[config.mk]
export PLATFORM = sky130hd
export DESIGN_NAME = iwp_power_ctrl
export DESIGN_NICKNAME = d
export VERILOG_FILES = /design/src/iwp_pkg.sv /design/src/iwp_power_ctrl.sv
export VERILOG_INCLUDE_DIRS = /design/src
export SDC_FILE = /design/constraint.sdc
export NUM_CORES = 1
export LEC_CHECK = 0
export BUFFER_PORTS_ARGS = -buffer_cell sky130_fd_sc_hd__buf_2
export CAP_MARGIN = 0
export CELL_PAD_IN_SITES_DETAIL_PLACEMENT = 0
export CELL_PAD_IN_SITES_GLOBAL_PLACEMENT = 1
export CORE_MARGIN = 2
export CORE_UTILIZATION = 49
export CTS_CLUSTER_SIZE = 12
export DETAILED_ROUTE_END_ITERATION = 10
export PLACE_DENSITY_LB_ADDON = 0.15
export SLEW_MARGIN = 10
export SYNTH_ARGS = -nofsm -noshare
export SYNTH_HDL_FRONTEND = slang
export SYNTH_SLANG_ARGS = --single-unit
export TNS_END_PERCENT = 10
[constraint.sdc]
create_clock -name clk -period 11.32 [get_ports clk]
set_clock_uncertainty 0.15 [all_clocks]
set_input_delay 0.566 -clock clk [delete_from_list [all_inputs] [get_ports clk]]
set_output_delay 0.566 -clock clk [all_outputs]
set_load 0.1 [all_outputs]
[src/iwp_map.svh]
// Notes on behaviour
// - idle, no sysclk: stop sysclk, keep timebase/sub
// - idle no sysclk: watchdog runs only on sub
// - idle with sysclk: all clocks keep running
// - idle with sysclk: watchdog cleared, keeps counting
// - idle keeps memory, registers and port states
// - stop sets powered-down, clears timeout flag
// - wake on reset, port A fall, interrupt, overflow
// - reset wake full reset; overflow wake watchdog reset
// - powered-down cleared by power-up or watchdog clear
// - sleeping overflow sets timeout, resets pc/sp only
// - per-pin port A wake enable, resume after stop
// - blocked waking interrupt resumes, stays pending
// - enabled interrupt with free stack serviced at wake
// - flag set before stop cannot wake
// - crystals share one settle counter, high first
// - execute once high oscillator stable flag is set
// - fast wake from watchdog sleep allows low clock
// - peripherals follow system clock to low source
// - watchdog source: sub clock or sysclk/4
// - watchdog divides by 2^8 to 2^15
// - sub clock runs when watchdog enabled
// - one register holds period and enable key
// - stop with idle 0: deep or watchdog sleep
// - disabled only if option off and key 1010
`ifndef IWP_MAP_SVH
`define IWP_MAP_SVH
// ==========================================================
// register offsets
`define IWP_ADDR_MODE 3'h0
`define IWP_ADDR_WATCHDOG_CONTROL_REG 3'h1
`define IWP_ADDR_STATUS 3'h2
`define IWP_ADDR_PORT_A_WAKE_ENABLE 3'h3
`define IWP_ADDR_PEND 3'h4
// ==========================================================
// fields and reset values
`define IWP_MODE_IDLE_SEL 0
`define IWP_MODE_FAST_WAKE 1
`define IWP_MODE_LOW_CLK 2
`define IWP_MODE_RESET 8'h00
`define IWP_WATCHDOG_CONTROL_REG_RESET 8'h7a
`define IWP_WATCHDOG_CONTROL_REG_SYS_IDLE 7
`define IWP_KEY_DISABLE 4'ha
`define IWP_STAT_PDF 0
`define IWP_STAT_TO 1
`define IWP_STAT_HTO 2
`define IWP_STAT_LTO 3
// ==========================================================
// timing counts
`define IWP_SETTLE_COUNT 11'h400
`define IWP_SYS_DIV_MAX 2'h3
`endif

[src/iwp_pkg.sv]
package iwp_pkg;
  typedef enum logic [2:0] {
    IWP_RUN = 3'h0,
    IWP_IDLE_NO_SYSCLK = 3'h1,
    IWP_IDLE_WITH_SYSCLK = 3'h2,
    IWP_DEEP_SLEEP = 3'h3,
    IWP_WATCHDOG_SLEEP = 3'h4,
    IWP_SETTLE = 3'h5
  } iwp_state_t;

  typedef struct packed {
    logic wdt_enable_opt;
    logic wdt_src_sys;
    logic sub_from_lxt;
    logic lvd_enable;
  } iwp_cfg_t;

  typedef struct packed {
    logic sysclk_run;
    logic timebase_run;
    logic subclk_run;
    logic sysclk_low_sel;
    logic hxt_enable;
    logic lxt_enable;
  } iwp_clkctl_t;
endpackage : iwp_pkg

[src/iwp_power_ctrl.sv]
`timescale 1ns/100ps
`include "iwp_map.svh"
module iwp_power_ctrl
  import iwp_pkg::*;
(
  input wire logic clk,
  input wire logic reset,
  input wire logic [2:0] addr,
  input wire logic [7:0] wdata,
  input wire logic wr,
  input wire logic rd,
  output logic [7:0] rdata,
  input wire iwp_cfg_t cfg,
  input wire logic halt_exec,
  input wire logic clr_wdt,
  input wire logic [7:0] irq_req,
  input wire logic [7:0] irq_enable,
  input wire logic stack_full,
  input wire logic ext_reset_n,
  input wire logic [7:0] port_a_pin,
  input wire logic hxt_tick_pin,
  input wire logic sub_tick_pin,
  output iwp_clkctl_t clkctl,
  output logic cpu_halt,
  output logic ports_hold,
  output logic full_reset,
  output logic wdt_reset,
  output logic [7:0] irq_take,
  output logic [7:0] irq_pending
);

  // ==========================================================
  // pin synchronisers
  logic [7:0] pa_s1;
  logic [7:0] pa_s2;
  logic [7:0] pa_s3;
  logic [2:0] ext_s;
  logic [2:0] hxt_s;
  logic [2:0] sub_s;

  // block clock stays on, so edges are seen while sysclk is stopped
  always_ff @(posedge clk or posedge reset)
  begin
    if (reset)
    begin
      pa_s1 <= 8'hff;
      pa_s2 <= 8'hff;
      pa_s3 <= 8'hff;
      ext_s <= 3'h7;
      hxt_s <= 3'h0;
      sub_s <= 3'h0;
    end
    else
    begin
      pa_s1 <= port_a_pin;
      pa_s2 <= pa_s1;
      pa_s3 <= pa_s2;
      ext_s <= {ext_s[1:0], ext_reset_n};
      hxt_s <= {hxt_s[1:0], hxt_tick_pin};
      sub_s <= {sub_s[1:0], sub_tick_pin};
    end
  end

  wire [7:0] pa_fall = pa_s3 & ~pa_s2;
  wire ext_fall = ext_s[2] & ~ext_s[1];
  wire hxt_tick = hxt_s[1] & ~hxt_s[2];
  wire sub_tick = sub_s[1] & ~sub_s[2];

  // ==========================================================
  // software registers
  logic [7:0] mode_control_reg;
  logic [7:0] watchdog_control_reg;
  logic [7:0] port_a_wake_enable;
  logic powered_down_flag;
  logic watchdog_timeout_flag;
  logic high_osc_stable_flag;
  logic low_osc_stable;
  iwp_state_t state;
  iwp_state_t next_state;

  wire idle_select = mode_control_reg[`IWP_MODE_IDLE_SEL];
  wire fast_wakeup_enable = mode_control_reg[`IWP_MODE_FAST_WAKE];
  wire sysclk_in_idle = watchdog_control_reg[`IWP_WATCHDOG_CONTROL_REG_SYS_IDLE];
  wire [2:0] timeout_divider_select = watchdog_control_reg[6:4];
  wire [3:0] watchdog_enable_key = watchdog_control_reg[3:0];
  wire wdt_on = cfg.wdt_enable_opt | (watchdog_enable_key != `IWP_KEY_DISABLE);
  wire running = (state == IWP_RUN);
  wire halt_go = halt_exec & running;

  always_ff @(posedge clk or posedge reset)
  begin
    if (reset)
    begin
      mode_control_reg <= `IWP_MODE_RESET;
      watchdog_control_reg <= `IWP_WATCHDOG_CONTROL_REG_RESET;
      port_a_wake_enable <= 8'h00;
    end
    else if (wr)
    begin
      if (addr == `IWP_ADDR_MODE)
        mode_control_reg <= wdata;
      if (addr == `IWP_ADDR_WATCHDOG_CONTROL_REG)
        watchdog_control_reg <= wdata;
      if (addr == `IWP_ADDR_PORT_A_WAKE_ENABLE)
        port_a_wake_enable <= wdata;
    end
  end

  wire [7:0] status_word = {4'h0, low_osc_stable, high_osc_stable_flag,
                            watchdog_timeout_flag, powered_down_flag};
  logic [7:0] next_rdata;
  always_comb
  begin
    case (addr)
      `IWP_ADDR_MODE: next_rdata = mode_control_reg;
      `IWP_ADDR_WATCHDOG_CONTROL_REG: next_rdata = watchdog_control_reg;
      `IWP_ADDR_STATUS: next_rdata = status_word;
      `IWP_ADDR_PORT_A_WAKE_ENABLE: next_rdata = port_a_wake_enable;
      `IWP_ADDR_PEND: next_rdata = irq_pending;
      default: next_rdata = 8'h00;
    endcase
  end

  always_ff @(posedge clk or posedge reset)
  begin
    if (reset)
      rdata <= 8'h00;
    else
      rdata <= rd ? next_rdata : 8'h00;
  end

  // ==========================================================
  // watchdog
  function automatic logic [14:0] wdt_limit(input logic [2:0] sel);
    wdt_limit = 15'(({8'h0, 8'hff} << sel) | 16'h00ff);
  endfunction : wdt_limit

  logic [1:0] sys_div;
  logic [14:0] wdt_cnt;
  wire sys_tick = clkctl.sysclk_low_sel ? sub_tick : 1'b1;
  wire sys_quarter = sys_tick & (sys_div == `IWP_SYS_DIV_MAX);
  wire src_tick = cfg.wdt_src_sys ? sys_quarter : sub_tick;
  logic wdt_counts;
  always_comb
  begin
    case (state)
      IWP_IDLE_NO_SYSCLK: wdt_counts = !cfg.wdt_src_sys;
      IWP_WATCHDOG_SLEEP: wdt_counts = !cfg.wdt_src_sys;
      IWP_DEEP_SLEEP: wdt_counts = 1'b0;
      default: wdt_counts = 1'b1;
    endcase
  end
  wire wdt_step = wdt_on & wdt_counts & src_tick;
  wire wdt_ovf = wdt_step & (wdt_cnt == wdt_limit(timeout_divider_select));
  wire wdt_clear = halt_go | clr_wdt | wdt_ovf | ~wdt_on;

  always_ff @(posedge clk or posedge reset)
  begin
    if (reset)
    begin
      sys_div <= 2'h0;
      wdt_cnt <= 15'h0;
    end
    else
    begin
      if (sys_tick)
        sys_div <= sys_div + 2'h1;
      if (wdt_clear)
        wdt_cnt <= 15'h0;
      else if (wdt_step)
        wdt_cnt <= wdt_cnt + 15'h1;
    end
  end

  // ==========================================================
  // wake sources
  logic [7:0] irq_armed;
  wire asleep = !running && (state != IWP_SETTLE);
  wire [7:0] irq_wake = irq_req & irq_armed;
  wire pa_wake = |(pa_fall & port_a_wake_enable);
  wire wake = asleep & (pa_wake | (|irq_wake) | wdt_ovf);
  wire [7:0] serviceable = irq_enable & {8{~stack_full}};

  always_ff @(posedge clk or posedge reset)
  begin
    if (reset)
      irq_armed <= 8'h00;
    else if (halt_go)
      irq_armed <= ~irq_req;
  end

  // ==========================================================
  // shared oscillator settle counter
  logic [10:0] settle_cnt;
  logic settle_low;
  wire hxt_needed = (state == IWP_SETTLE);
  wire settle_done = (settle_cnt == `IWP_SETTLE_COUNT - 11'h1);

  always_ff @(posedge clk or posedge reset)
  begin
    if (reset)
    begin
      settle_cnt <= 11'h0;
      settle_low <= 1'b0;
      high_osc_stable_flag <= 1'b0;
      low_osc_stable <= 1'b0;
    end
    else if (state == IWP_DEEP_SLEEP)
    begin
      settle_cnt <= 11'h0;
      settle_low <= 1'b0;
      high_osc_stable_flag <= 1'b0;
      low_osc_stable <= 1'b0;
    end
    else if (!high_osc_stable_flag)
    begin
      if (hxt_tick)
        settle_cnt <= settle_done ? 11'h0 : settle_cnt + 11'h1;
      if (hxt_tick & settle_done)
      begin
        high_osc_stable_flag <= 1'b1;
        settle_low <= 1'b1;
      end
    end
    else if (settle_low & !low_osc_stable)
    begin
      if (sub_tick)
        settle_cnt <= settle_cnt + 11'h1;
      if (sub_tick & settle_done)
        low_osc_stable <= 1'b1;
    end
  end

  // ==========================================================
  // power mode sequencer
  always_comb
  begin
    next_state = state;
    case (state)
      IWP_RUN:
        if (halt_go)
        begin
          if (idle_select)
            next_state = sysclk_in_idle ? IWP_IDLE_WITH_SYSCLK : IWP_IDLE_NO_SYSCLK;
          else
            next_state = (wdt_on | cfg.lvd_enable) ? IWP_WATCHDOG_SLEEP : IWP_DEEP_SLEEP;
        end
      IWP_DEEP_SLEEP:
        if (wake)
          next_state = IWP_SETTLE;
      IWP_WATCHDOG_SLEEP:
        if (wake)
          next_state = fast_wakeup_enable ? IWP_RUN : IWP_SETTLE;
      IWP_IDLE_NO_SYSCLK, IWP_IDLE_WITH_SYSCLK:
        if (wake)
          next_state = high_osc_stable_flag ? IWP_RUN : IWP_SETTLE;
      IWP_SETTLE:
        if (high_osc_stable_flag)
          next_state = IWP_RUN;
      default: next_state = IWP_RUN;
    endcase
  end

  logic fast_low;
  wire fast_wake = (state == IWP_WATCHDOG_SLEEP) & wake & fast_wakeup_enable;

  always_ff @(posedge clk or posedge reset)
  begin
    if (reset)
    begin
      state <= IWP_SETTLE;
      fast_low <= 1'b0;
    end
    else if (ext_fall)
    begin
      state <= IWP_SETTLE;
      fast_low <= 1'b0;
    end
    else
    begin
      state <= next_state;
      if (fast_wake)
        fast_low <= 1'b1;
      else if (high_osc_stable_flag)
        fast_low <= 1'b0;
    end
  end

  // ==========================================================
  // status flags
  always_ff @(posedge clk or posedge reset)
  begin
    if (reset)
    begin
      powered_down_flag <= 1'b0;
      watchdog_timeout_flag <= 1'b0;
    end
    else
    begin
      if (halt_go)
        powered_down_flag <= 1'b1;
      else if (clr_wdt)
        powered_down_flag <= 1'b0;
      if (wdt_ovf)
        watchdog_timeout_flag <= 1'b1;
      else if (halt_go)
        watchdog_timeout_flag <= 1'b0;
    end
  end

  // ==========================================================
  // interrupt pending and response
  logic [7:0] next_pending;
  logic [7:0] next_take;
  always_comb
  begin
    next_take = 8'h00;
    next_pending = irq_pending & ~irq_take;
    if (asleep & (|irq_wake))
    begin
      next_take = irq_wake & serviceable;
      next_pending = next_pending | (irq_wake & ~serviceable);
    end
    else if (running)
      next_take = irq_pending & ~irq_take & serviceable;
  end

  always_ff @(posedge clk or posedge reset)
  begin
    if (reset)
    begin
      irq_pending <= 8'h00;
      irq_take <= 8'h00;
    end
    else
    begin
      irq_pending <= next_pending;
      irq_take <= next_take;
    end
  end

  // ==========================================================
  // clock and core control
  iwp_clkctl_t next_clk;
  wire sub_needed = wdt_on | cfg.lvd_enable;
  always_comb
  begin
    next_clk.sysclk_run = (next_state == IWP_RUN) | (next_state == IWP_IDLE_WITH_SYSCLK);
    next_clk.timebase_run = (next_state == IWP_RUN) | (next_state == IWP_IDLE_NO_SYSCLK)
                            | (next_state == IWP_IDLE_WITH_SYSCLK);
    next_clk.subclk_run = (next_state == IWP_IDLE_NO_SYSCLK) | (next_state == IWP_IDLE_WITH_SYSCLK)
                          | ((next_state != IWP_DEEP_SLEEP) & sub_needed);
    next_clk.sysclk_low_sel = mode_control_reg[`IWP_MODE_LOW_CLK] | fast_low | fast_wake;
    next_clk.hxt_enable = next_clk.sysclk_run | hxt_needed | (next_state == IWP_SETTLE);
    next_clk.lxt_enable = next_clk.subclk_run & cfg.sub_from_lxt;
  end

  always_ff @(posedge clk or posedge reset)
  begin
    if (reset)
    begin
      clkctl <= '0;
      cpu_halt <= 1'b1;
      ports_hold <= 1'b0;
      full_reset <= 1'b1;
      wdt_reset <= 1'b0;
    end
    else
    begin
      clkctl <= next_clk;
      cpu_halt <= (next_state != IWP_RUN);
      ports_hold <= (next_state != IWP_RUN) & (next_state != IWP_SETTLE);
      full_reset <= ext_fall;
      wdt_reset <= wdt_ovf;
    end
  end

endmodule : iwp_power_ctrl

==> run_summary.xml <==
<?xml version="1.0" encoding="UTF-8"?>
<metrics>
  <group name="synth">
    <metric name="syn_nets" unit="">590</metric>
    <metric name="synth_edf_count" unit="">0</metric>
    <metric name="synth_cells" unit="">538</metric>
    <metric name="syn-mean-instance-area" unit="sq um">11.1</metric>
    <metric name="synth.distinct_cells" unit="">62</metric>
    <metric name="synth.cell_area" unit="sq um">5990</metric>
    <metric name="synth_sequential_area_ratio" unit="">0.576</metric>
    <metric name="synthFlopType" unit="">dfrtp_1</metric>
    <metric name="postSynthRegisterBits" unit="">136</metric>
    <metric name="asyncSetResetFlopFracSynth" unit="">1.00</metric>
    <metric name="synth.yosys.warnings" unit="">0</metric>
  </group>
  <group name="sta">
    <metric name="max_slew.worst_pin.slew" unit="ps">1030</metric>
    <metric name="final_setup_violation_count" unit="">0</metric>
    <metric name="tns" unit="ps">0</metric>
    <metric name="layout_worst_path_cycle_share" unit="">0.259</metric>
    <metric name="final-max-slew-violation-count" unit="">0</metric>
    <metric name="report.final.hold_viol_count" unit="">0</metric>
    <metric name="rsz0062_at_grt" unit="">no</metric>
    <metric name="timing.fmax" unit="MHz">341</metric>
    <metric name="max-slew-margin-rel" unit="">0.311</metric>
    <metric name="post-route-min-period" unit="ps">2930</metric>
    <metric name="fin_ws" unit="ps">8390</metric>
  </group>
  <group name="layout">
    <metric name="antenna_cells_inserted" unit="">0</metric>
    <metric name="finish.net_count" unit="">674</metric>
    <metric name="finalCoreUtilization" unit="">0.592</metric>
    <metric name="largest_reg_flops" unit="">15</metric>
    <metric name="largestRegisters" unit="">wdt_cnt (15), settle_cnt (11)</metric>
    <metric name="area_growth_syn_to_layout" unit="%">18.2</metric>
    <metric name="finalNonFillerCells" unit="">782</metric>
    <metric name="postLayoutCellArea" unit="sq um">7080</metric>
    <metric name="drive_above_1_share" unit="">0.310</metric>
    <metric name="largest-register" unit="">wdt_cnt</metric>
  </group>
  <group name="cts">
    <metric name="cts.root.buffer_cell" unit="">clkbuf_16</metric>
    <metric name="worst_setup_hold_path_clk_slew" unit="ps">60</metric>
    <metric name="post_cts.resized_instances" unit="">0</metric>
    <metric name="htree_num_levels" unit="">4</metric>
    <metric name="cts_sinks" unit="">136</metric>
    <metric name="clock_path_buffers" unit="">2</metric>
    <metric name="cts-buffers-inserted" unit="">17</metric>
    <metric name="clkLatencyLatePin" unit="ps">420</metric>
    <metric name="cts_setup_buffers" unit="">0</metric>
    <metric name="tritoncts" unit="">done</metric>
    <metric name="postCtsHoldBufs" unit="">0</metric>
  </group>
  <group name="power">
    <metric name="leakage_power_of_the_design" unit="nW">3.15</metric>
    <metric name="maximum_vdd_drop" unit="mV">0.106</metric>
    <metric name="power_density" unit="nW/um^2">178</metric>
  </group>
  <group name="place">
    <metric name="place_inst" unit="">750</metric>
    <metric name="buffer_ports.inserted" unit="">82</metric>
    <metric name="dp_hpwl" unit="mm">9.43</metric>
    <metric name="gp_congestion" unit="">0.844</metric>
    <metric name="postPlaceCellArea" unit="sq um">6500</metric>
    <metric name="post-place-ws" unit="ps">8270</metric>
  </group>
  <group name="floorplanning">
    <metric name="chipHeight" unit="microns">115</metric>
    <metric name="initial_utilization" unit="">0.501</metric>
    <metric name="fp.dieW" unit="microns">115</metric>
    <metric name="rows" unit="">40</metric>
    <metric name="die_area" unit="sq um">13100</metric>
    <metric name="pin_count" unit="">83</metric>
    <metric name="core" unit="sq um">12000</metric>
  </group>
  <group name="global_route">
    <metric name="grt_pass1_wl" unit="mm">21.7</metric>
    <metric name="first_global_vias" unit="">4265</metric>
    <metric name="grt_antenna_before_repair" unit="">0</metric>
    <metric name="grt_use_total" unit="">0.217</metric>
    <metric name="grt_start_max_net_pins" unit="">86</metric>
    <metric name="grt_overflow_total" unit="">0</metric>
  </group>
  <group name="routing">
    <metric name="drc_errors" unit="">0</metric>
    <metric name="drt-initial-drc-count" unit="">292</metric>
    <metric name="via_per_inst" unit="">5.53</metric>
    <metric name="first_pass_iters" unit="">4</metric>
    <metric name="antenna_left" unit="">0</metric>
    <metric name="wl_per_cell" unit="microns">17.2</metric>
    <metric name="route.vias.total" unit="">4325</metric>
    <metric name="route.final.wire_length" unit="mm">13.4</metric>
  </group>
  <group name="setup_path">
    <metric name="crit_path_end_kind" unit="">flip-flop</metric>
    <metric name="worst-endpoint-arrival" unit="ps">3050</metric>
    <metric name="critical_path.max_fanout" unit="">8</metric>
    <metric name="required" unit="ps">11440</metric>
    <metric name="cp-start-kind" unit="">flip-flop</metric>
    <metric name="critPathKind" unit="">reg2reg</metric>
  </group>
  <group name="run">
    <metric name="drv.max_cap_violation_count" unit="">0</metric>
  </group>
  <group name="outcome">
    <metric name="outcome" unit="">completed</metric>
  </group>
  <group name="worst_hold_path">
    <metric name="timing.hold.worst.class" unit="">in2reg</metric>
  </group>
</metrics>
## cell usage in the layout, fill, tap and decap left out, drive strengths merged, types with 5 or more instances in the layout
master and n:
dfrtp 100, buf 85, nand2 45, nor2 42
o21ai 42, dfstp 36, mux2 28, inv 24
clkbuf 19, and2 18, nand3 15, nand3b 15
a21oi 13, nor2b 13, nand2b 11, xnor2 11
and3 8, nand4 8, or3 8, o32ai 8
mux2i 8, a22oi 8, nor3 7, o22ai 6
a31oi 6, xor2 6, clkinv 6, or4 5
## power by group
group / switching, mW / leakage [nW] / internal (mW) / total (mW)
clock: 0.226 / 0.285 / 0.304 / 0.530
combinational: 0.0969 / 1.19 / 0.0612 / 0.158
sequential: 0.0362 / 1.67 / 0.535 / 0.572
## stage by stage
stage | power, mW | hold slack [ps]
after floorplan | 0.693 | 181
after global placement | 0.733 | 185
after detailed placement | 0.739 | 190
final | 1.26 | 86.9
after global routing | 1.31 | 65.7
after CTS | 1.27 | 69.9
## worst max-delay path, stage by stage (launching register included)
cell	delay [ps]
dfstp_2	600
nor2_1	160
or4_4	590
nor4b_4	300
a221oi_1	130
a211o_1	370
nor3b_1	390
a211oi_1	100
## path summary, 6_finish.rpt
check / to / slack, ps / cells after the start / from
max: clkctl[3] / 8390 / 7 / state[2]
min: ext_s[0] / 90 / 1 / ext_reset_n
max reg2reg: clkctl[3] / 8390 / 7 / state[2]
min reg2reg: hxt_s[1] / 200 / 0 / hxt_s[0]
max in group asynchronous: settle_cnt[10] / 9560 / 3 / reset
min in group asynchronous: port_a_wake_enable[6] / 220 / 2 / reset
## cell usage after synthesis, types with 11 or more instances
library cell  count  area [sq um]
a21oi_1          13          65.1
dfstp_2          36           946
nor2_1           42           158
and2_1           16           100
dfrtp_1         100          2500
nand3b_1         15           113
mux2_2           28           315
nand2b_1         11          68.8
clkbuf_1         11          41.3
nor2b_1          12          75.1
o21ai_0          41           205
xnor2_1          11          96.3
inv_1            17          63.8
nand3_1          15          75.1
nand2_1          44           165
## area by class of cell
| cell class | instances | area [sq um] |
|---|---|---|
| inverters | 17 | 66.3 |
| clock inverters | 13 | 106 |
| clock buffers | 19 | 464 |
| fillers | 1017 | 4890 |
| well taps | 147 | 184 |
| repair buffers | 85 | 433 |
| multi-input cells | 365 | 2370 |
| flip-flops and latches | 136 | 3450 |
## kinds of logic (layout without fill, tap and decap cells)
kind of cell	Yosys count	in the layout	share of synthesized area
adder cells (fa/ha/maj)	3	3	0.00627
XOR/XNOR	17	17	0.0249
flip-flops	136	136	0.576
AO/OA/AOI/OAI	101	101	0.107
buffers and inverters	37	134	0.0276
multiplexers	36	36	0.0660
AND/OR/NAND/NOR	208	208	0.192
## metal layers
| metal | part of all wire | track usage | vias up |
|---|---|---|---|
| met5 | 0 | 0 | - |
| met4 | 0.015 | 0.0805 | 0 |
| met3 | 0.041 | 0.0598 | 21 |
| met2 | 0.49 | 0.341 | 91 |
| met1 | 0.46 | 0.288 | 2135 |
| li1 | - | - | 2078 |
(Power assumes the default switching activity.)
